===== src/mitc_pkg.sv =====
// package: constants and types for the microstep indexer and chopper
package mitc_pkg;
    // ----------------------------------------
    // clock and timing
    // ----------------------------------------
    localparam int CLK_HZ = 100_000_000;
    localparam int CLK_MHZ = 100;
    localparam int PWM_HZ = 30_000;
    localparam int PWM_CYC = CLK_HZ / PWM_HZ;
    localparam int BLANK_NS = 3750;
    localparam int BLANK_CYC = (BLANK_NS * CLK_MHZ + 999) / 1000;
    localparam int MIXED_PCT = 75;
    localparam int MIXED_CYC = PWM_CYC * MIXED_PCT / 100;
    localparam int WAKE_US = 1700;
    localparam int WAKE_CYC_DEF = WAKE_US * CLK_MHZ;
    localparam int CNT_W = 12;

    // ----------------------------------------
    // current sensing
    // ----------------------------------------
    localparam int SENSE_GAIN = 5;
    localparam int FULL_PCT = 100;
    localparam logic [16:0] SENSE_SCALE = 17'(SENSE_GAIN * FULL_PCT);
    localparam logic [7:0] ZERO_SENSE = 8'h01;

    // ----------------------------------------
    // indexer
    // ----------------------------------------
    localparam logic [6:0] HOME_IDX = 7'h10;
    localparam logic [6:0] FULL_OFS = 7'h10;
    localparam logic [5:0] QTR_STATES = 6'h20;
    localparam logic [6:0] SINE_TBL [0:32] = '{
        7'h00, 7'h05, 7'h0a, 7'h0f, 7'h14, 7'h18, 7'h1d, 7'h22, 7'h26, 7'h2b, 7'h2f,
        7'h33, 7'h38, 7'h3c, 7'h3f, 7'h43, 7'h47, 7'h4a, 7'h4d, 7'h50, 7'h53, 7'h56,
        7'h58, 7'h5a, 7'h5c, 7'h5e, 7'h60, 7'h61, 7'h62, 7'h63, 7'h64, 7'h64, 7'h64};

    // ----------------------------------------
    // register map
    // ----------------------------------------
    localparam logic [7:0] CTRL_ADDR = 8'h00;
    localparam logic [7:0] STATUS_ADDR = 8'h04;
    localparam logic [7:0] DAC_ADDR = 8'h08;
    localparam int CTRL_HOME_BIT = 0;
    localparam int CTRL_BRIDGE_EN_BIT = 1;
    localparam logic CTRL_BRIDGE_EN_RST = 1'b1;

    // ----------------------------------------
    // types
    // ----------------------------------------
    typedef enum logic [1:0] {
        DECAY_SLOW = 2'h0, DECAY_FAST = 2'h1, DECAY_MIXED = 2'h2
    } mitc_decay_e;
    typedef enum logic [1:0] {
        CH_DRIVE = 2'b00, CH_FAST = 2'b01, CH_SLOW = 2'b11, CH_OFF = 2'b10
    } mitc_chop_e;
    typedef struct packed {
        logic out_pos_high;
        logic out_pos_low;
        logic out_neg_high;
        logic out_neg_low;
    } mitc_bridge_s;
    typedef struct packed {
        logic neg;
        logic [6:0] pct;
    } mitc_dac_s;
endpackage


===== src/mitc_indexer_chopper.sv =====
// microstep indexer with per-winding pwm current chopper and apb registers
`timescale 1ns/1ps

module mitc_indexer_chopper #(
    parameter int WAKE_CYC = mitc_pkg::WAKE_CYC_DEF
) (
    input wire logic i_ref_clk,
    input wire logic i_rst_n,
    input wire logic i_step,
    input wire logic i_dir,
    input wire logic [2:0] i_resolution_select,
    input wire logic i_home_return_n,
    input wire logic i_low_power_request_n,
    input wire logic i_decay_level,
    input wire logic i_decay_driven,
    input wire logic [1:0][7:0] i_winding_sense_pin,
    input wire logic [1:0][7:0] i_winding_reference_in,
    input wire logic i_psel,
    input wire logic i_penable,
    input wire logic i_pwrite,
    input wire logic [7:0] i_paddr,
    input wire logic [31:0] i_pwdata,
    output logic [31:0] o_prdata,
    output logic o_pready,
    output logic o_pslverr,
    output mitc_pkg::mitc_bridge_s [1:0] o_bridge,
    output mitc_pkg::mitc_dac_s [1:0] o_dac,
    output logic o_at_home_n
);
    import mitc_pkg::*;

    // ----------------------------------------
    // functions
    // ----------------------------------------
    function automatic logic [6:0] step_size(input logic [2:0] res);
        unique case (res)
            3'h0: step_size = 7'h20;
            3'h1: step_size = 7'h10;
            3'h2: step_size = 7'h08;
            3'h3: step_size = 7'h04;
            3'h4: step_size = 7'h02;
            default: step_size = 7'h01;
        endcase
    endfunction

    function automatic logic [6:0] next_idx(input logic [6:0] idx, input logic [2:0] res,
                                            input logic fwd);
        logic [6:0] s;
        logic [6:0] ofs;
        logic [6:0] rel;
        logic [6:0] base;
        s = step_size(res);
        ofs = (res == 3'h0) ? FULL_OFS : 7'h00;
        rel = idx - ofs;
        base = rel & ~(s - 7'h01);
        if (fwd) begin
            next_idx = base + s + ofs;
        end else if (base == rel) begin
            next_idx = base - s + ofs;
        end else begin
            next_idx = base + ofs;
        end
    endfunction

    function automatic mitc_dac_s wind_level(input logic [6:0] idx, input logic cosine);
        logic [1:0] q;
        logic [5:0] k;
        logic [5:0] kc;
        mitc_dac_s r;
        q = idx[6:5];
        k = {1'b0, idx[4:0]};
        kc = QTR_STATES - k;
        if (cosine) begin
            q = q + 2'h1;
        end
        r.pct = q[0] ? SINE_TBL[kc] : SINE_TBL[k];
        r.neg = q[1] & (r.pct != 7'h00);
        wind_level = r;
    endfunction

    function automatic logic addr_known(input logic [7:0] a);
        addr_known = (a == CTRL_ADDR) || (a == STATUS_ADDR) || (a == DAC_ADDR);
    endfunction

    // ----------------------------------------
    // input capture and wake
    // ----------------------------------------
    logic step_d_reg;
    logic step_edge;
    logic step_take;
    logic [31:0] wake_cnt_reg;
    logic wake_done_reg;
    mitc_decay_e decay_reg;
    logic home_req_reg;
    logic bridge_en_reg;
    logic bridge_active;

    // pins are taken as driven except decay; an open decay pin is seen as mixed here
    always_ff @(posedge i_ref_clk or negedge i_rst_n) begin
        if (!i_rst_n) begin
            step_d_reg <= 1'b0;
        end else begin
            step_d_reg <= i_step;
        end
    end
    assign step_edge = i_step & ~step_d_reg;

    always_ff @(posedge i_ref_clk or negedge i_rst_n) begin
        if (!i_rst_n) begin
            wake_cnt_reg <= 32'h0;
            wake_done_reg <= 1'b0;
        end else if (!i_low_power_request_n) begin
            wake_cnt_reg <= 32'h0;
            wake_done_reg <= 1'b0;
        end else if (!wake_done_reg) begin
            wake_cnt_reg <= wake_cnt_reg + 32'h1;
            wake_done_reg <= (wake_cnt_reg >= 32'(WAKE_CYC - 1));
        end
    end

    always_ff @(posedge i_ref_clk or negedge i_rst_n) begin
        if (!i_rst_n) begin
            decay_reg <= DECAY_MIXED;
        end else if (!i_decay_driven) begin
            decay_reg <= DECAY_MIXED;
        end else begin
            decay_reg <= i_decay_level ? DECAY_FAST : DECAY_SLOW;
        end
    end

    assign step_take = step_edge & i_home_return_n & wake_done_reg & ~home_req_reg;
    assign bridge_active = bridge_en_reg & i_low_power_request_n;

    // ----------------------------------------
    // indexer
    // ----------------------------------------
    logic [6:0] idx_reg;
    logic [6:0] idx_next;
    logic [1:0] dec_reg;

    assign idx_next = next_idx(idx_reg, i_resolution_select, i_dir);

    always_ff @(posedge i_ref_clk or negedge i_rst_n) begin
        if (!i_rst_n) begin
            idx_reg <= HOME_IDX;
        end else if (!i_home_return_n || home_req_reg) begin
            idx_reg <= HOME_IDX;
        end else if (step_take) begin
            idx_reg <= idx_next;
        end
    end

    always_ff @(posedge i_ref_clk or negedge i_rst_n) begin
        if (!i_rst_n) begin
            o_at_home_n <= 1'b0;
        end else begin
            o_at_home_n <= (idx_reg != HOME_IDX);
        end
    end

    // ----------------------------------------
    // pwm period counter
    // ----------------------------------------
    logic [CNT_W-1:0] pwm_cnt_reg;
    logic period_end;
    logic past_blank;
    logic mixed_late;

    assign period_end = (pwm_cnt_reg == CNT_W'(PWM_CYC - 1));
    assign past_blank = (pwm_cnt_reg >= CNT_W'(BLANK_CYC));
    assign mixed_late = (pwm_cnt_reg >= CNT_W'(MIXED_CYC - 1));

    always_ff @(posedge i_ref_clk or negedge i_rst_n) begin
        if (!i_rst_n) begin
            pwm_cnt_reg <= '0;
        end else if (period_end) begin
            pwm_cnt_reg <= '0;
        end else begin
            pwm_cnt_reg <= pwm_cnt_reg + CNT_W'(1);
        end
    end

    // ----------------------------------------
    // per-winding dac, comparator and chopper
    // ----------------------------------------
    mitc_chop_e chop_st [2];
    logic [1:0] trip;
    logic [1:0] near_zero;

    genvar w;
    generate
        for (w = 0; w < 2; w++) begin : g_wind
            mitc_dac_s lvl_now;
            mitc_dac_s lvl_new;
            logic [16:0] sense_scaled;
            logic [16:0] ref_scaled;

            assign lvl_now = wind_level(idx_reg, (w == 0));
            assign lvl_new = wind_level(idx_next, (w == 0));
            assign sense_scaled = 17'(i_winding_sense_pin[w]) * SENSE_SCALE;
            assign ref_scaled = 17'(i_winding_reference_in[w]) * 17'(o_dac[w].pct);
            assign trip[w] = (sense_scaled >= ref_scaled);
            assign near_zero[w] = (i_winding_sense_pin[w] <= ZERO_SENSE);

            always_ff @(posedge i_ref_clk or negedge i_rst_n) begin
                if (!i_rst_n) begin
                    o_dac[w] <= '0;
                end else begin
                    o_dac[w] <= lvl_now;
                end
            end

            always_ff @(posedge i_ref_clk or negedge i_rst_n) begin
                if (!i_rst_n) begin
                    dec_reg[w] <= 1'b0;
                end else if (!i_home_return_n || home_req_reg) begin
                    dec_reg[w] <= 1'b0;
                end else if (step_take) begin
                    dec_reg[w] <= (lvl_new.pct < lvl_now.pct);
                end
            end

            always_ff @(posedge i_ref_clk or negedge i_rst_n) begin
                if (!i_rst_n) begin
                    chop_st[w] <= CH_OFF;
                end else if (!bridge_active) begin
                    chop_st[w] <= CH_OFF;
                end else if (period_end) begin
                    chop_st[w] <= CH_DRIVE;
                end else begin
                    unique case (chop_st[w])
                        CH_DRIVE: begin
                            if (past_blank && trip[w]) begin
                                if (decay_reg == DECAY_FAST) begin
                                    chop_st[w] <= CH_FAST;
                                end else if (decay_reg == DECAY_MIXED && dec_reg[w]) begin
                                    chop_st[w] <= mixed_late ? CH_SLOW : CH_FAST;
                                end else begin
                                    chop_st[w] <= CH_SLOW;
                                end
                            end
                        end
                        CH_FAST: begin
                            if (near_zero[w]) begin
                                chop_st[w] <= CH_OFF;
                            end else if (decay_reg == DECAY_MIXED && mixed_late) begin
                                chop_st[w] <= CH_SLOW;
                            end
                        end
                        CH_SLOW: chop_st[w] <= CH_SLOW;
                        CH_OFF: chop_st[w] <= CH_OFF;
                    endcase
                end
            end

            always_ff @(posedge i_ref_clk or negedge i_rst_n) begin
                if (!i_rst_n) begin
                    o_bridge[w] <= '0;
                end else begin
                    unique case (chop_st[w])
                        CH_DRIVE: o_bridge[w] <= o_dac[w].neg ? 4'b0110 : 4'b1001;
                        CH_FAST: o_bridge[w] <= o_dac[w].neg ? 4'b1001 : 4'b0110;
                        CH_SLOW: o_bridge[w] <= 4'b0101;
                        CH_OFF: o_bridge[w] <= 4'b0000;
                    endcase
                end
            end
        end
    endgenerate

    // ----------------------------------------
    // apb slave
    // ----------------------------------------
    logic apb_access;
    logic apb_done;

    assign apb_access = i_psel & i_penable & ~o_pready;
    assign apb_done = i_psel & i_penable & o_pready;

    always_ff @(posedge i_ref_clk or negedge i_rst_n) begin
        if (!i_rst_n) begin
            o_pready <= 1'b0;
            o_pslverr <= 1'b0;
        end else begin
            o_pready <= apb_access;
            o_pslverr <= apb_access & ~addr_known(i_paddr);
        end
    end

    always_ff @(posedge i_ref_clk or negedge i_rst_n) begin
        if (!i_rst_n) begin
            o_prdata <= 32'h0;
        end else if (apb_access && !i_pwrite) begin
            unique case (i_paddr)
                CTRL_ADDR: o_prdata <= {30'h0, bridge_en_reg, 1'b0};
                STATUS_ADDR: o_prdata <= {16'h0, chop_st[1], chop_st[0], dec_reg,
                                          wake_done_reg, decay_reg, idx_reg};
                DAC_ADDR: o_prdata <= {16'h0, o_dac[1], o_dac[0]};
                default: o_prdata <= 32'h0;
            endcase
        end else if (apb_done) begin
            o_prdata <= 32'h0;
        end
    end

    always_ff @(posedge i_ref_clk or negedge i_rst_n) begin
        if (!i_rst_n) begin
            bridge_en_reg <= CTRL_BRIDGE_EN_RST;
            home_req_reg <= 1'b0;
        end else if (apb_done && i_pwrite && i_paddr == CTRL_ADDR) begin
            bridge_en_reg <= i_pwdata[CTRL_BRIDGE_EN_BIT];
            home_req_reg <= i_pwdata[CTRL_HOME_BIT];
        end else begin
            home_req_reg <= 1'b0;
        end
    end
endmodule


===== config.mk =====
export PLATFORM = sky130hd
export DESIGN_NAME = mitc_indexer_chopper
export DESIGN_NICKNAME = d
export VERILOG_FILES = /design/src/mitc_pkg.sv /design/src/mitc_indexer_chopper.sv
export SDC_FILE = /design/constraint.sdc
export NUM_CORES = 1
export LEC_CHECK = 0
export BUFFER_PORTS_ARGS = -buffer_cell sky130_fd_sc_hd__buf_2
export CAP_MARGIN = 20
export CORE_MARGIN = 3
export CORE_UTILIZATION = 50
export CTS_CLUSTER_SIZE = 12
export DETAILED_ROUTE_END_ITERATION = 10
export PLACE_DENSITY = 0.67
export SLEW_MARGIN = 15
export SYNTH_ARGS = -nofsm -noshare
export SYNTH_HDL_FRONTEND = slang
export SYNTH_SLANG_ARGS = --single-unit
export TNS_END_PERCENT = 1

===== constraint.sdc =====
create_clock -name i_ref_clk -period 7.2 [get_ports i_ref_clk]
set_clock_uncertainty 0.2 [all_clocks]
set_input_delay 0.72 -clock i_ref_clk [delete_from_list [all_inputs] [get_ports i_ref_clk]]
set_output_delay 0.72 -clock i_ref_clk [all_outputs]
set_load 0.01 [all_outputs]

==> Word level (Yosys, flattened, before mapping) <==
Memory sizes are Yosys's and may differ from the RTL's.
Index checks and enable logic that the tools add are counted.
{ "word_totals": {"romBits": 1792, "in_bits": 86, "out_inout_bits": 59, "n_memories": 4, "latchBits": 0, "register_bits": 122, "ramBits": 0, "word_cells": 183} }
{ "mem_list": {"columns": ["name", "words", "word_bits", "rd", "rd_ports_with_merged_regs", "wr", "line_no", "source"], "rows": [
  ["(no name shown)", 64, 7, 1, 0, 0, "mitc_indexer_chopper.sv:76", "r.pct = q[0] ? SINE_TBL[kc] : SINE_TBL[k];"],
  ["(no name shown)", 64, 7, 1, 0, 0, "mitc_indexer_chopper.sv:76", null],
  ["(no name shown)", 64, 7, 1, 0, 0, "mitc_indexer_chopper.sv:76", null],
  ["(no name shown)", 64, 7, 1, 0, 0, "mitc_indexer_chopper.sv:76", null]
]} }
{ "classes": {"n_eq_ne": 22, "div_mod_pow": 0, "n_addsub": 13, "shifts": 0, "n_reduce_logical": 23, "order_cmp": 13, "mul": 4, "mux": 55, "bitwise_logic": 21} }
{ "op_table": {"columns": ["op", "count"], "rows": [
  ["2-to-1 mux 32 bit", 4],
  ["2-to-1 mux 7 bit", 16],
  ["one-hot mux 16 bit (3 select lines)", 1],
  ["greater-or-equal comparator 17 x 15 -> 1 bit", 2],
  ["adder 32 x 1 -> 32 bit (second input constant)", 1],
  ["greater-or-equal comparator 32 x 18 -> 1 bit (second input constant)", 1],
  ["one-hot mux 4 bit (4 select lines)", 2],
  ["multiplier 8 x 7 -> 15 bit", 2],
  ["multiplier 8 x 7 -> 15 bit (second input constant)", 2],
  ["2-to-1 mux 2 bit", 15],
  ["one-hot mux 6 bit (5 select lines)", 1],
  ["greater-or-equal comparator 7 bit (second input constant)", 4],
  ["adder 7 x 5 -> 7 bit", 3],
  ["less-or-equal comparator 8 x 1 -> 1 bit (second input constant)", 2],
  ["2-to-1 mux 4 bit", 4],
  ["one-hot mux 2 bit (4 select lines)", 2],
  ["< comparator 7 bit", 2],
  ["inverter 5 -> 7 bit", 2],
  ["inverter 6 -> 7 bit", 2],
  ["nonzero test 7 bit", 2],
  ["adder 12 x 1 -> 12 bit (second input constant)", 1],
  ["== test 12 bit (second input constant)", 1],
  ["greater-or-equal comparator 12 bit (second input constant)", 1],
  ["greater-or-equal comparator 12 x 9 -> 1 bit (second input constant)", 1],
  ["other kinds (34)", 77]
]} }

==> Longest topological paths before layout <==
{ "logic_depth": {"word_depth": 18, "depth_mapped": 28} }

==> Worst setup path after synthesis <==
OpenSTA, ideal clock, no wires.
{ "synth_path": {"kind": "input -> register", "from": "in i_resolution_select[0]", "to": "reg dec_reg[1]", "path_slack_ns": 0.904, "stages": 23, "path_buffers": 2, "arrival_time_ns": 5.993, "setup_ns": 0.104, "path_cell_list": "buf_6 -> and2_1 -> o21a_1 -> ha_1 -> fa_1 -> o2111ai_1 -> o32ai_2 -> nor2_1 -> inv_2 -> buf_2 -> ha_1 -> and2_1 -> nand4_1 -> o211a_4 -> or2_4 -> a211oi_2 -> o221ai_1 -> ha_1 -> and4_1 -> a2111oi_0 -> nand2_1 -> or3_1 -> o41ai_2"} }
{ "synth_via": {"elab_chain_cells": 18, "elab_cells_between_ends": 32, "cone_classes": "8 x add/sub; 1 x order compare; 5 x eq/ne; 11 x mux; 4 x bitwise; 1 x reduce/logical; 2 x memory"} }
{ "synth_lines": {"columns": ["item", "line_no", "source"], "rows": [
  ["start, declared", "mitc_indexer_chopper.sv:11", "input wire logic [2:0] i_resolution_select,"],
  ["== test 3 bit (tied with other cells)", "mitc_indexer_chopper.sv:36", "unique case (res)"],
  ["one-hot mux 6 bit (5 select lines)", "mitc_indexer_chopper.sv:36", null],
  ["subtractor 7 x 1 -> 7 bit", "mitc_indexer_chopper.sv:55", "base = rel & ~(s - 7'h01);"],
  ["inverter 7 bit", "mitc_indexer_chopper.sv:55", null],
  ["bitwise AND 7 bit", "mitc_indexer_chopper.sv:55", null],
  ["subtractor 7 bit", "mitc_indexer_chopper.sv:59", "next_idx = base - s + ofs;"],
  ["adder 7 x 5 -> 7 bit", "mitc_indexer_chopper.sv:59", null],
  ["2-to-1 mux 7 bit", "mitc_indexer_chopper.sv:58", "end else if (base == rel) begin"],
  ["2-to-1 mux 7 bit (*)", "mitc_indexer_chopper.sv:56", "if (fwd) begin"],
  ["subtractor 6 x 5 -> 6 bit", "mitc_indexer_chopper.sv:72", "kc = QTR_STATES - k;"],
  ["inverter 6 -> 7 bit (not written as such)", "mitc_indexer_chopper.sv:76", null],
  ["memory (64 x 7 bit)", null, null],
  ["2-to-1 mux 7 bit (not written as such) (2 in a row)", "mitc_indexer_chopper.sv:76", null],
  ["2-to-1 mux 7 bit (*)", "mitc_indexer_chopper.sv:76", null],
  ["< comparator 7 bit (*)", "mitc_indexer_chopper.sv:219", "dec_reg[w] <= (lvl_new.pct < lvl_now.pct);"],
  ["2-to-1 mux 1 bit (*)", "mitc_indexer_chopper.sv:218", "end else if (step_take) begin"],
  ["2-to-1 mux 1 bit (*)", "mitc_indexer_chopper.sv:216", "end else if (!i_home_return_n || home_req_reg) begin"],
  ["end signal, assigned by index", "mitc_indexer_chopper.sv:219", null],
  ["end, declared", "mitc_indexer_chopper.sv:139", "logic [1:0] dec_reg;"]
]} }
Every way passes the cells marked *; elsewhere a longest branch is shown, timed or not. The select of a mux whose other input is x is not followed.
A chain may end at the register's enable or synchronous reset.

==> Worst setup path in the final report <==
{ "layout_path": {"from": "in i_resolution_select[0]", "to": "reg dec_reg[0]"} }
{ "layout_via": {"elab_chain_cells": 18, "elab_cells_between_ends": 33, "cone_classes": "9 x add/sub; 1 x order compare; 5 x eq/ne; 11 x mux; 4 x bitwise; 1 x reduce/logical; 2 x memory"} }
{ "layout_lines": {"columns": ["item", "line_no"], "rows": [
  ["== test 3 bit (tied with other cells)", "mitc_indexer_chopper.sv:36"],
  ["one-hot mux 6 bit (5 select lines)", "mitc_indexer_chopper.sv:36"],
  ["subtractor 7 x 1 -> 7 bit", "mitc_indexer_chopper.sv:55"],
  ["inverter 7 bit", "mitc_indexer_chopper.sv:55"],
  ["bitwise AND 7 bit", "mitc_indexer_chopper.sv:55"],
  ["subtractor 7 bit", "mitc_indexer_chopper.sv:59"],
  ["adder 7 x 5 -> 7 bit", "mitc_indexer_chopper.sv:59"],
  ["2-to-1 mux 7 bit", "mitc_indexer_chopper.sv:58"],
  ["2-to-1 mux 7 bit (*)", "mitc_indexer_chopper.sv:56"],
  ["subtractor 6 x 5 -> 6 bit", "mitc_indexer_chopper.sv:72"],
  ["inverter 6 -> 7 bit (not written as such)", "mitc_indexer_chopper.sv:76"],
  ["memory (64 x 7 bit)", null],
  ["2-to-1 mux 7 bit (2 in a row)", null],
  ["2-to-1 mux 7 bit (*)", "mitc_indexer_chopper.sv:76"],
  ["< comparator 7 bit (*)", "mitc_indexer_chopper.sv:219"],
  ["2-to-1 mux 1 bit (*)", "mitc_indexer_chopper.sv:218"],
  ["2-to-1 mux 1 bit (*)", "mitc_indexer_chopper.sv:216"]
]} }
Marks and branches as above.

==> impl_metrics.json <==
{
  "rows": 63,
  "dp.cells": 2188,
  "cts_setup_buffers": 0,
  "drt-total-wl_mm": 35.6,
  "vias": 12300,
  "async_flop_share": 1.00,
  "clk_path_buf_depth": 2,
  "end_kind": "flop",
  "grt_antenna_before_repair": 1,
  "power-per-cell-area_nw_per_um2": 184,
  "worstSetupStartpointType": "primary input",
  "setup_violations": 0,
  "yosysSeqAreaShare": 0.174,
  "ys_types": 98,
  "grt_pass1_vias": 12300,
  "gr-total-overflow": 0,
  "path_class": "in2reg",
  "outcome": "completed",
  "synth_edf_count": 0,
  "layout_worst_path_cycle_share": 0.909,
  "largest_reg_flops": 32,
  "fp.dieH_um": 181,
  "seq_area_um2": 2660,
  "synth_area_um2": 15300,
  "required_ns": 7.24,
  "synthCells": 1734,
  "peakVddDrop_v": 0.000142,
  "fin_crit_ns": 6.54,
  "grt_max_degree": 77,
  "route.met3.wl_mm": 1.19,
  "relSlewSlack": 0.282,
  "num-nets-final": 2238,
  "route.met2.wl_mm": 17.5,
  "drt_iter0_drc": 723,
  "coreArea_um2": 29900,
  "drv_slew": 0,
  "cts_tree": "yes",
  "clk_pin_slew_ns": 0.08,
  "globalplace.congestion": 0.896,
  "hpwl_mm": 28.7,
  "portBuffers": 98,
  "place_ws_ns": 0.398,
  "dr.max_layer_used": "met4",
  "cts_resized": 0,
  "layout-drive-gt1-share": 0.105,
  "fin_cells": 2206,
  "ios": 145,
  "hold_violations": 0,
  "grt_pass1_wl_mm": 60.5,
  "whs_ns": 0.0876,
  "worstMarginPinSlew_ns": 1.07,
  "dr.pass1.iters": 5,
  "clk_latency_ns": 0.35,
  "postRouteAntennaNets": 0,
  "root_buffer": "clkbuf_16",
  "critical_path_arrival_ns": 6.58,
  "met1Wirelength_mm": 16.3,
  "cts_made_buffers": 9,
  "start_util": 0.511,
  "die-area_um2": 32700,
  "p_leak_nw": 8.02,
  "synth_warnings": 0,
  "wire_per_inst_um": 16.1,
  "synth_area_per_cell_um2": 8.80,
  "ys_ff_latch": 106,
  "die_w_um": 181,
  "nFillCells": 2817,
  "synthFlopType": "dfrtp_1",
  "setup_slack_ns": 0.659,
  "grt.total_usage": 0.218,
  "critical_path_peak_fanout": 10,
  "vias_per_cell": 5.58,
  "fmax_mhz": 153,
  "clock-sinks": 106,
  "fin_setup_tns_ns": 0,
  "p_total_w": 0.00302,
  "drv_cap": 0,
  "h-tree-depth": 3,
  "multi_input_area_um2": 11600,
  "rsz0062_at_grt": "false",
  "ctsHoldBuffers": 0,
  "syn_to_final_growth_pct": 7.36,
  "hold_path.class": "in2async",
  "drc_errors": 0
}
## through the flow
stage,cell area [µm²],utilization
final,16400,0.548
after global placement,16100,0.538
after CTS,16400,0.548
after floorplan,15300,-
after global routing,16400,0.548
after detailed placement,16100,0.538
## synthesized netlist by cell type, types with 15 or more instances
cell,n,area (µm²)
and2_1,120,751
a31oi_1,17,106
a211oi_1,20,150
o211ai_1,15,113
or3_1,22,138
nand2b_1,19,119
nand4_1,15,93.8
a22oi_1,16,120
nor2_1,85,319
o21a_1,15,113
nand2_1,132,495
o21ai_0,95,475
xnor2_1,71,622
fa_1,104,2080
dfrtp_1,101,2530
nor2b_1,19,119
buf_4,17,128
xor2_1,26,228
clkbuf_1,36,135
ha_1,238,2980
a21oi_1,57,285
inv_1,194,728
nand3_1,34,170
nor3_1,41,205
## cell usage in the layout, fill, tap and decap left out, drive strengths merged, types with 35 or more instances in the layout
cell type	synthesis	layout
ha	238	238
inv	199	203
xnor2	73	73
nor2	88	88
fa	104	104
nand3	35	35
o21ai	100	100
and2	120	120
buf	32	117
dfrtp	101	101
a21oi	58	58
nor3	42	42
nand2	133	133
## power by group
part / leakage [nW] / switching [W] / internal (W)
Sequential: 1.40 / 0.00000308 / 0.000598
Combinational: 6.47 / 0.00105 / 0.000881
Clock: 0.141 / 0.000241 / 0.000244
## final cells by class
cell class | instances | share of cell area
Inverter | 199 | 0.0456
Tap cell | 390 | 0.0298
Timing Repair Buffer | 117 | 0.0388
Multi-Input combinational cell | 1377 | 0.706
Antenna cell | 1 | 0.000153
Clock inverter | 6 | 0.00351
Sequential cell | 106 | 0.162
Clock buffer | 10 | 0.0140
## path summary, 6_finish.rpt
| kind | from | to | slack (ns) | depth (start not counted) |
|---|---|---|---|---|
| worst max-delay path | i_resolution_select[0] | dec_reg[0] | 0.66 | 22 |
| worst min-delay path | i_rst_n | wake_cnt_reg[6] | 0.09 | 1 |
| worst max register to register | o_dac[3] | chop_st[2] | 0.81 | 26 |
| worst min register to register | o_prdata[1] | o_prdata[1] | 0.29 | 2 |
| max in group asynchronous | i_rst_n | o_dac[5] | 5.42 | 2 |
| min in group i_ref_clk | i_step | step_d_reg | 0.29 | 1 |
## worst max-delay path: stages
cell	delay, ns
buf_2	0.18
and2_1	0.21
o21a_1	0.32
ha_1	0.33
fa_1	0.57
o2111ai_1	0.15
o32ai_2	0.26
nor2_1	0.13
inv_2	0.07
ha_1	0.28
and2_1	0.26
nand4_1	0.27
o211a_4	0.25
or2_4	0.26
a211oi_2	0.30
o221ai_1	0.19
ha_1	0.31
and4_1	0.16
a2111oi_0	0.55
nand2_1	0.09
or3_1	0.36
o41ai_2	0.34
## routing by layer
metal,vias up,global-route usage
met2,239,0.382
li1,6085,-
met3,33,0.0205
met1,5948,0.296
met5,-,0
met4,0,0.0464
## cell families after synthesis
logic type	share of synthesized area
XOR/XNOR	0.0585
buffers and inverters	0.0722
flip-flops	0.174
AO/OA/AOI/OAI	0.159
other	0.000246
AND/OR/NAND/NOR	0.186
adder cells (fa/ha/maj)	0.333
multiplexers	0.0166
(Power assumes the default switching activity.)
